### src/pkg/bts_pkg.sv
package bts_pkg;

   // ***********************************
   // Instruction word fields
   // ***********************************
   localparam int          WORD_W       = 16;
   localparam int          OPC_LSB      = 12;   // Top nibble
   localparam int          BIT_LSB      = 9;    // Bit index b
   localparam int          ACC_POS      = 8;    // Bank flag a
   localparam int          FILE_LSB     = 0;    // File address f
   localparam logic [3:0]  OPC_SKIP_CLR = 4'hb; // 1011
   localparam logic [3:0]  OPC_SKIP_SET = 4'ha; // 1010

   // ***********************************
   // Addressing
   // ***********************************
   localparam int          ADDR_W       = 12;
   localparam int          BANK_W       = 4;
   localparam logic [7:0]  INDEX_LIMIT  = 8'h5f; // f <= 95 goes indexed
   localparam logic [7:0]  ACCESS_SPLIT = 8'h60; // Upper access half
   localparam logic [3:0]  ACCESS_HIGH  = 4'hf;  // Bank of upper half
   localparam logic [3:0]  ACCESS_LOW   = 4'h0;  // Bank of lower half
   localparam logic [1:0]  Q_RESET      = 2'h0;

   // ***********************************
   // Types
   // ***********************************
   typedef enum logic [1:0] {Q1, Q2, Q3, Q4} bts_quarter_t;

   typedef enum logic [1:0] {S_EXEC, S_IDLE1, S_IDLE2} bts_state_t;

   typedef struct packed {
      logic [2:0] bit_idx;
      logic       acc_flag;
      logic [7:0] file_addr;
   } bts_fields_t;

endpackage : bts_pkg

### src/hw/bts_addr_resolve.sv
`timescale 1ns/1ps
module bts_addr_resolve (
   input  wire logic                          mclk,
   input  wire logic                          resetn,
   input  wire logic                          load,
   input  wire bts_pkg::bts_fields_t          fields,
   input  wire logic                          ext_set_en,
   input  wire logic [bts_pkg::BANK_W-1:0]    bank_select_register,
   input  wire logic [bts_pkg::ADDR_W-1:0]    index_base,
   output logic      [bts_pkg::ADDR_W-1:0]    addr_r,
   output logic                               indexed_r
);

   logic [bts_pkg::ADDR_W-1:0] addr_nxt;
   logic                       indexed_nxt;

   // ***********************************
   // Operand address selection
   // ***********************************
   // Bank choice is frozen at decode so a later bank change cannot tear the access
   always_comb begin
      addr_nxt    = addr_r;
      indexed_nxt = indexed_r;
      if (load) begin
         if (!fields.acc_flag && ext_set_en && fields.file_addr <= bts_pkg::INDEX_LIMIT) begin
            addr_nxt    = bts_pkg::ADDR_W'(index_base + {4'h0, fields.file_addr}); // [RULE_08]
            indexed_nxt = 1'b1;
         end else if (!fields.acc_flag) begin
            indexed_nxt = 1'b0;
            if (fields.file_addr >= bts_pkg::ACCESS_SPLIT)                          // [RULE_07]
               addr_nxt = {bts_pkg::ACCESS_HIGH, fields.file_addr};
            else
               addr_nxt = {bts_pkg::ACCESS_LOW, fields.file_addr};
         end else begin
            indexed_nxt = 1'b0;
            addr_nxt    = {bank_select_register, fields.file_addr};                 // [RULE_07]
         end
      end
   end

   // Register only
   always_ff @(posedge mclk or negedge resetn) begin
      if (!resetn) begin
         addr_r    <= '0;
         indexed_r <= 1'b0;
      end else begin
         addr_r    <= addr_nxt;
         indexed_r <= indexed_nxt;
      end
   end

endmodule : bts_addr_resolve

### src/hw/bts_decode.sv
// Summary of operation
// RULE_01 - Nibble 1011 decodes as skip-if-bit-clear
// RULE_02 - Nibble 1010 decodes as skip-if-bit-set
// RULE_03 - Clear bit skips next; no flags touched
// RULE_04 - Taken skip discards prefetch, runs no-operation
// RULE_05 - One cycle, two if skip, three two-word
// RULE_06 - Extra cycles idle in all four quarters
// RULE_07 - Flag zero access bank, one uses bank
// RULE_08 - Extended set, flag zero, f<=95: indexed
// RULE_09 - Q1 decode, Q2 read, Q3 test, Q4 none
`timescale 1ns/1ps
module bts_decode (
   input  wire logic                          mclk,
   input  wire logic                          resetn,
   input  wire logic [bts_pkg::WORD_W-1:0]    instr_word,
   input  wire logic                          next_two_word,
   input  wire logic                          ext_set_en,
   input  wire logic [bts_pkg::BANK_W-1:0]    bank_select_register,
   input  wire logic [bts_pkg::ADDR_W-1:0]    index_base,
   input  wire logic [7:0]                    file_rd_data,
   output logic      [1:0]                    q_phase_r,
   output logic                               bit_op_r,
   output logic                               file_rd_en_r,
   output logic      [bts_pkg::ADDR_W-1:0]    file_addr_r,
   output logic                               indexed_r,
   output logic                               skip_r,
   output logic                               discard_r,
   output logic                               no_operation_r,
   output logic                               instr_done_r
);

   // ***********************************
   // Declarations
   // ***********************************
   // Phase and sequencer state
   bts_pkg::bts_quarter_t q_r;
   bts_pkg::bts_quarter_t q_nxt;
   bts_pkg::bts_state_t   st_r;
   bts_pkg::bts_state_t   st_nxt;

   // Operands of the instruction in the execute slot
   bts_pkg::bts_fields_t  fields;
   bts_pkg::bts_fields_t  fld_r;
   bts_pkg::bts_fields_t  fld_nxt;
   logic                  set_pol_r;
   logic                  set_pol_nxt;
   logic                  load;
   logic [3:0]            opc;

   // Test outcome and pacing of the idle cycles
   logic                  tested_r;
   logic                  tested_nxt;
   logic                  skip_nxt;
   logic                  two_r;
   logic                  two_nxt;

   // Next values of the registered strobes
   logic                  bit_op_nxt;
   logic                  rd_en_nxt;
   logic                  discard_nxt;
   logic                  nop_nxt;
   logic                  done_nxt;

   // ***********************************
   // Instruction word split
   // ***********************************
   // Opcode match for both skip-test opcodes
   function automatic logic is_bit_test(input logic [3:0] op);
      is_bit_test = (op == bts_pkg::OPC_SKIP_CLR) || (op == bts_pkg::OPC_SKIP_SET);
   endfunction : is_bit_test

   // Operand fields below the opcode nibble; one driver for the whole struct
   function automatic bts_pkg::bts_fields_t split_fields(input logic [bts_pkg::WORD_W-1:0] w);
      split_fields.bit_idx   = w[bts_pkg::BIT_LSB +: 3];
      split_fields.acc_flag  = w[bts_pkg::ACC_POS];
      split_fields.file_addr = w[bts_pkg::FILE_LSB +: 8];
   endfunction : split_fields

   assign opc    = instr_word[bts_pkg::OPC_LSB +: 4];                           // [RULE_01]
   assign fields = split_fields(instr_word);                                    // [RULE_01]
   // Idle cycles never decode: the prefetched word is thrown away there
   assign load   = (q_r == bts_pkg::Q1) && (st_r == bts_pkg::S_EXEC) && is_bit_test(opc);

   // ***********************************
   // Quarter-phase counter
   // ***********************************
   // One mclk edge per quarter, four per instruction cycle
   always_comb begin
      case (q_r)
         bts_pkg::Q1: q_nxt = bts_pkg::Q2;
         bts_pkg::Q2: q_nxt = bts_pkg::Q3;
         bts_pkg::Q3: q_nxt = bts_pkg::Q4;
         default:     q_nxt = bts_pkg::Q1;
      endcase
   end

   // ***********************************
   // Instruction sequencing
   // ***********************************
   // Fields held for the whole cycle; prefetch slots only idle
   always_comb begin
      st_nxt      = st_r;
      fld_nxt     = fld_r;
      set_pol_nxt = set_pol_r;
      bit_op_nxt  = bit_op_r;
      rd_en_nxt   = 1'b0;
      tested_nxt  = tested_r;
      skip_nxt    = skip_r;
      two_nxt     = two_r;
      discard_nxt = 1'b0;
      nop_nxt     = no_operation_r;
      done_nxt    = 1'b0;
      case (q_r)
         bts_pkg::Q1: begin
            bit_op_nxt = load;                                                   // [RULE_09]
            skip_nxt   = 1'b0;
            if (load) begin
               fld_nxt     = fields;
               set_pol_nxt = (opc == bts_pkg::OPC_SKIP_SET);                    // [RULE_02]
               rd_en_nxt   = 1'b1;                                               // [RULE_09]
            end
         end
         bts_pkg::Q2: begin
            // Bit picked while the read data stands
            if (bit_op_r)
               tested_nxt = file_rd_data[fld_r.bit_idx];                         // [RULE_09]
         end
         bts_pkg::Q3: begin
            // Prefetch length taken here, before any idle cycle starts
            if (bit_op_r) begin
               skip_nxt = (tested_r == set_pol_r);                               // [RULE_03] [RULE_02]
               two_nxt  = next_two_word;
            end
         end
         default: begin
            // Q4 writes nothing; no file or status update ever leaves here
            done_nxt = 1'b1;                                                     // [RULE_09]
            case (st_r)
               bts_pkg::S_EXEC: begin
                  if (skip_r) begin
                     st_nxt      = bts_pkg::S_IDLE1;                             // [RULE_04]
                     discard_nxt = 1'b1;
                     done_nxt    = 1'b0;
                  end
               end
               bts_pkg::S_IDLE1: begin
                  if (two_r) begin
                     st_nxt   = bts_pkg::S_IDLE2;                                // [RULE_05]
                     done_nxt = 1'b0;
                  end else begin
                     st_nxt = bts_pkg::S_EXEC;
                  end
               end
               default: st_nxt = bts_pkg::S_EXEC;
            endcase
            // From the next state, so the flag covers all four idle quarters
            nop_nxt = (st_nxt != bts_pkg::S_EXEC);                               // [RULE_06]
            // Test ends here when it skips; no stale result in the idle cycle
            if (st_nxt != bts_pkg::S_EXEC)
               bit_op_nxt = 1'b0;
         end
      endcase
   end

   // ***********************************
   // State registers
   // ***********************************
   // Register only; every decision sits in the comb block above
   always_ff @(posedge mclk or negedge resetn) begin
      if (!resetn) begin
         q_r            <= bts_pkg::Q1;
         st_r           <= bts_pkg::S_EXEC;
         fld_r          <= '0;
         set_pol_r      <= 1'b0;
         bit_op_r       <= 1'b0;
         file_rd_en_r   <= 1'b0;
         tested_r       <= 1'b0;
         skip_r         <= 1'b0;
         two_r          <= 1'b0;
         discard_r      <= 1'b0;
         no_operation_r <= 1'b0;
         instr_done_r   <= 1'b0;
      end else begin
         q_r            <= q_nxt;
         st_r           <= st_nxt;
         fld_r          <= fld_nxt;
         set_pol_r      <= set_pol_nxt;
         bit_op_r       <= bit_op_nxt;
         file_rd_en_r   <= rd_en_nxt;
         tested_r       <= tested_nxt;
         skip_r         <= skip_nxt;
         two_r          <= two_nxt;
         discard_r      <= discard_nxt;
         no_operation_r <= nop_nxt;
         instr_done_r   <= done_nxt;
      end
   end

   // ***********************************
   // Phase output
   // ***********************************
   // Phase shown to the outside
   always_ff @(posedge mclk or negedge resetn) begin
      if (!resetn)
         q_phase_r <= bts_pkg::Q_RESET;
      else
         q_phase_r <= q_nxt;
   end

   // ***********************************
   // Operand address
   // ***********************************
   bts_addr_resolve u_addr (
      .mclk                 (mclk),
      .resetn               (resetn),
      .load                 (load),
      .fields               (fields),
      .ext_set_en           (ext_set_en),
      .bank_select_register (bank_select_register),
      .index_base           (index_base),
      .addr_r               (file_addr_r),
      .indexed_r            (indexed_r)
   );

endmodule : bts_decode

### config.mk
export PLATFORM = sky130hd
export DESIGN_NAME = bts_decode
export DESIGN_NICKNAME = d
export VERILOG_FILES = /design/src/pkg/bts_pkg.sv /design/src/hw/bts_addr_resolve.sv /design/src/hw/bts_decode.sv
export SDC_FILE = /design/constraint.sdc
export NUM_CORES = 1
export LEC_CHECK = 0
export BUFFER_PORTS_ARGS = -buffer_cell sky130_fd_sc_hd__buf_4
export CORE_ASPECT_RATIO = 1.1
export CORE_MARGIN = 1
export CORE_UTILIZATION = 45
export CTS_CLUSTER_DIAMETER = 40
export DETAILED_ROUTE_END_ITERATION = 10
export HOLD_SLACK_MARGIN = 0.1
export PLACE_DENSITY = 0.73
export RECOVER_POWER = 50
export SYNTH_ARGS = -nofsm -noshare
export SYNTH_HDL_FRONTEND = slang
export SYNTH_HIERARCHICAL = 1
export SYNTH_SLANG_ARGS = --single-unit
### constraint.sdc
create_clock -name mclk -period 4.2 [get_ports mclk]
set_input_delay 0 -clock mclk [delete_from_list [all_inputs] [get_ports mclk]]
set_output_delay 0 -clock mclk [all_outputs]
set_load 0.01 [all_outputs]
Word-level counts from Yosys, hierarchy flattened
Cells that the tools add are included.
{ "totals": {"regBits": 29, "input_bits": 44, "out_inout_bits": 21, "wordCells": 68} }
{ "op_classes": {"reduce_logical": 18, "magnitude_cmp": 3, "n_bitwise": 1, "mux": 24, "n_eq_ne": 7, "n_addsub": 1} }
{ "op_table": {"columns": ["operator", "count"], "rows": [
  ["2-to-1 mux 12 bit", 3],
  ["adder 12 x 8 -> 12 bit", 1],
  ["2-to-1 mux 1 bit", 12],
  ["AND reduction 2 bit", 5],
  ["equality test 4 bit (second input constant)", 2],
  [">= comparator 8 x 7 -> 1 bit (second input constant)", 1],
  ["<= comparator 8 x 7 -> 1 bit (second input constant)", 1],
  ["2-to-1 mux 2 bit", 3],
  ["case mux 1 bit (2 select lines)", 3],
  ["case mux 2 bit (3 select lines)", 1],
  ["nonzero test 2 bit", 3],
  ["equality test 2 x 1 -> 1 bit (second input constant)", 2],
  ["logical AND 1 bit", 4],
  ["logical NOT 2 bit", 2],
  ["< comparator 3 x 4 -> 1 bit (second input constant)", 1],
  ["case mux 2 bit (2 select lines)", 1],
  ["binary-select mux 1 bit (select 3 bit)", 1],
  ["OR reduction 3 bit", 1],
  ["equality test 2 bit (second input constant)", 1],
  ["inequality test 2 bit (second input constant)", 1],
  ["OR reduction 2 bit", 1],
  ["equality test 1 bit", 1],
  ["logical NOT 1 bit", 1],
  ["logical OR 1 bit", 1],
  ["NOT 1 bit", 1]
]} }

Depth between registers and ports, before layout
{ "logic_depth": {"depth_word": 6, "ltp_mapped": 8, "ltp_nobuf": 8} }

By module
Netlist, hierarchy kept.
{ "by_module_without_submodules": {"columns": ["module", "cells_per_inst", "instances", "area_each_um2"], "rows": [
  ["bts_addr_resolve", 133, 1, 1097.3],
  ["bts_decode", 61, 1, 772.0]
]} }

Worst setup path after synthesis
No wires, ideal clock.
{ "synth_path": {"path_kind": "register to register", "from": "register q_phase_r[0] (netlist name)", "to": "register u_addr/addr_r[3] (netlist bit)", "required_ps": 4118, "path_stages_with_launch": 9, "path_buffers": 2, "arrival_ps": 1896, "setup_ps": 82, "slack_ps": 2222, "path_cell_list": "dfrtp_1 -> inv_1 -> ha_1 -> nand4b_1 -> nor3_4 -> buf_2 -> clkbuf_1 -> nor2_1 -> a31oi_1"} }
{ "synth_lines": {"columns": ["element", "line", "rtl"], "rows": [
  ["end signal, assigned", "bts_addr_resolve.sv:47", "addr_r <= addr_nxt;"],
  ["end, declared", "bts_addr_resolve.sv:10", "output logic [bts_pkg::ADDR_W-1:0] addr_r,"]
]} }

==> metrics.yaml <==
synth:
  yosysSeqAreaShare_pct: 38.8
  synth_warnings: 6
  netlist_area_um2: 1870
  synth_compound_area_share_pct: 16.5
  synth_cells: 194
  synth_seq_cells: 29
  synth_xor_area_share_pct: 0.937
  muxShareOfSynthArea_pct: 10.2
  synthSimpleGateAreaFrac_pct: 18.9
  yosysUniqueCellTypes: 46
  synthAdderAreaFrac_pct: 9.77
  ys.flop_type: "dfrtp_1"
  synth_edf_count: 0
  synth_top_family_by_area: "simple AND/OR/NAND/NOR gates"
  async_reset_ff_share_pct: 100
  avgSynthCellArea_um2: 9.64
  syn-num-nets: 252
route:
  drtPass1Iterations: 4
  drt-wirelength-per-cell_um: 13.8
  routed_via_density: 5.36
  drt-met1-wl_um: 1940
  ant_nets: 0
  top_layer_used: "met4"
  wl_met3_um: 215
  post-route-drc-count: 0
  drt_iter0_drc: 85
  wl_um: 4600
  route.met2.wl_um: 2410
  vias: 1778
place:
  place_area_um2: 2380
  gp_congestion: 0.871
  io_buffers: 64
  place_hpwl_um: 3290
critical_path:
  crit_path_start_kind: "register"
  cp-end-kind: "register"
  r2r_start: "q_phase_r[0]"
  regToRegEndpoint: "u_addr/addr_r[7]"
  critPathLaunch: "q_phase_r[0]"
  worst-setup-path-type: "register to register"
  r2r_setup_slack_ns: 1.87
  arrival_ns: 2.54
  r2r_cells: 8
  cp_max_fo: 29
  required_ns: 4.42
power_and_ir_drop:
  p_per_area_nw_per_um2: 313
  p_leak_uw: 0.00126
  ir_drop_mv: 0.178
outcome:
  violations: "max-capacitance violations, max-slew violations"
  status: "complete, but fails checks"
layout:
  antenna_cells: 0
  drive_gt1_share_pct: 26.8
  post-route-cell-area_um2: 2630
  most-common-layout-cells: "buf_4 (54), dfrtp_1 (29), dlygate4sd3_1 (19), nor2_1 (15), nand2_1 (14)"
  final_common_cell: "buf_4"
  syn_to_final_growth_pct: 40.5
  nets: 337
grt:
  antenna_found_initial: 0
  grt_use_total_pct: 22.1
  grt_pass1_vias: 1766
  grt_pass1_wl_um: 7640
  grt_max_degree: 30
  grt_overflow: 0
sta:
  worstMarginPinSlew_ns: 1.59
  final-hold-violation-count: 0
  tns_ns: 0
  fmax_mhz: 430
  finalCritPeriodShare_pct: 55.4
  slew_headroom_pct: -5.68
  skew_ns: 0.00664
  drv_slew: 30
  setup_viol: 0
  hold-worst-slack_ns: 0.126
  rsz0062_at_grt: "false"
  fin_crit_ns: 2.33
cts:
  htreeDepth: 2
  clkTransAtPathRegs_ns: 0.06
  cts_max_path_buffers: 2
  postCtsSetupBuffers: 0
  cts.sinks: 29
  cts_made_buffers: 5
  insertion_delay_ns: 0.28
  cts_root_buffer: "clkbuf_8"
  cts_tree: "built"
flow_run:
  maxCapViolCount: 1
worst_hold_path:
  hp-start: "bank_select_register[0]"
  holdPathEnd: "u_addr/addr_r[8]"
  hold_depth: 5
  hold_path.class: "input pin to register"
die:
  rows: 24
  io_pins: 65
  core-area_um2: 3960
  die_w_um: 63.5
  die_y_um: 69.6
  start_util_pct: 47.2
  die_area_um2: 4420
## layout make-up
type / count / area [um2]
clock buffers: 7 / 96.3
clock inverters: 1 / 5.00
multi-input cells: 147 / 1050
fillers: 361 / 1340
repair buffers: 84 / 637
well taps: 52 / 65.1
inverters: 12 / 45.0
flip-flops and latches: 29 / 726
## stage by stage
| step | instances | setup WS (ns) | util (%) | power (uW) |
|---|---|---|---|---|
| 6_report | 332 | 1.87 | 66.3 | 823 |
| 5_1_grt | 332 | 1.70 | 66.3 | 872 |
| 4_1_cts | 332 | 1.89 | 67.3 | 842 |
| 3_5_place_dp | 305 | 1.90 | 59.9 | 578 |
| 3_3_place_gp | 305 | 2.02 | 59.9 | 574 |
| 2_1_floorplan | 194 | 2.22 | - | 472 |
## cell families after synthesis
logic type	after synthesis
xor+xnor	2
buf+inv	18
compound gates	46
mux	17
fa+ha+maj	14
simple gates	68
flops	29
## layer usage
metal,track usage (%),vias up
met3,4.44,6
met1,27.5,857
met5,0,-
met4,4.55,0
met2,39.1,48
li1,-,867
## report_power, final
part | leakage, uW | total [uW] | switching (uW) | internal [uW]
Combinational | 0.000844 | 218 | 99.7 | 119
Sequential | 0.000358 | 355 | 32.0 | 323
Clock | 0.0000542 | 249 | 101 | 148
Total | 0.00126 | 823 | 233 | 590
## registers in the layout, indices dropped and copies added (netlist names)
register,count
u_addr/addr_r,12
fld_r,3
q_phase_r,2
st_r,2
bit_op_r,1
discard_r,1
file_rd_en_r,1
instr_done_r,1
no_operation_r,1
set_pol_r,1
skip_r,1
tested_r,1
two_r,1
u_addr/indexed_r,1
## cells in the mapped netlist, types with 6 or more instances
| library cell | number | area [um2] |
|---|---|---|
| nor3_1 | 6 | 30.0 |
| a21oi_1 | 13 | 65.1 |
| nor2_1 | 15 | 56.3 |
| nand3_1 | 11 | 55.1 |
| inv_1 | 11 | 41.3 |
| ha_1 | 13 | 163 |
| nand2_1 | 14 | 52.6 |
| mux2i_1 | 9 | 90.1 |
| and3_1 | 6 | 37.5 |
| dfrtp_1 | 29 | 726 |
| o21ai_0 | 9 | 45.0 |
| mux2_2 | 6 | 67.6 |
## what timing repair did
action	in CTS	in global routing
setup endpoints to repair	0	0
hold buffers	19	0
resized for setup	0	0
hold endpoints to repair	46	0
## worst max-delay path, cell delays in order (launching register included)
cell	delay, ns
dfrtp_1	0.43
inv_1	0.11
ha_1	0.21
nand4b_1	0.18
nor3_4	0.14
buf_4	0.33
clkinv_1	0.32
a2111oi_0	0.39
nand3b_1	0.15
## how the worst max path moves through the flow
stage,depth (start not counted),slack (ns),to
after floorplan,8,2.22,u_addr/addr_r[3]
after global placement,8,2.02,u_addr/addr_r[7]
after global routing,9,1.70,u_addr/addr_r[10]
after CTS,8,1.89,u_addr/addr_r[7]
after detailed placement,8,1.90,u_addr/addr_r[7]
final,8,1.87,u_addr/addr_r[7]
Note: power is estimated with default switching activity, not from simulation.
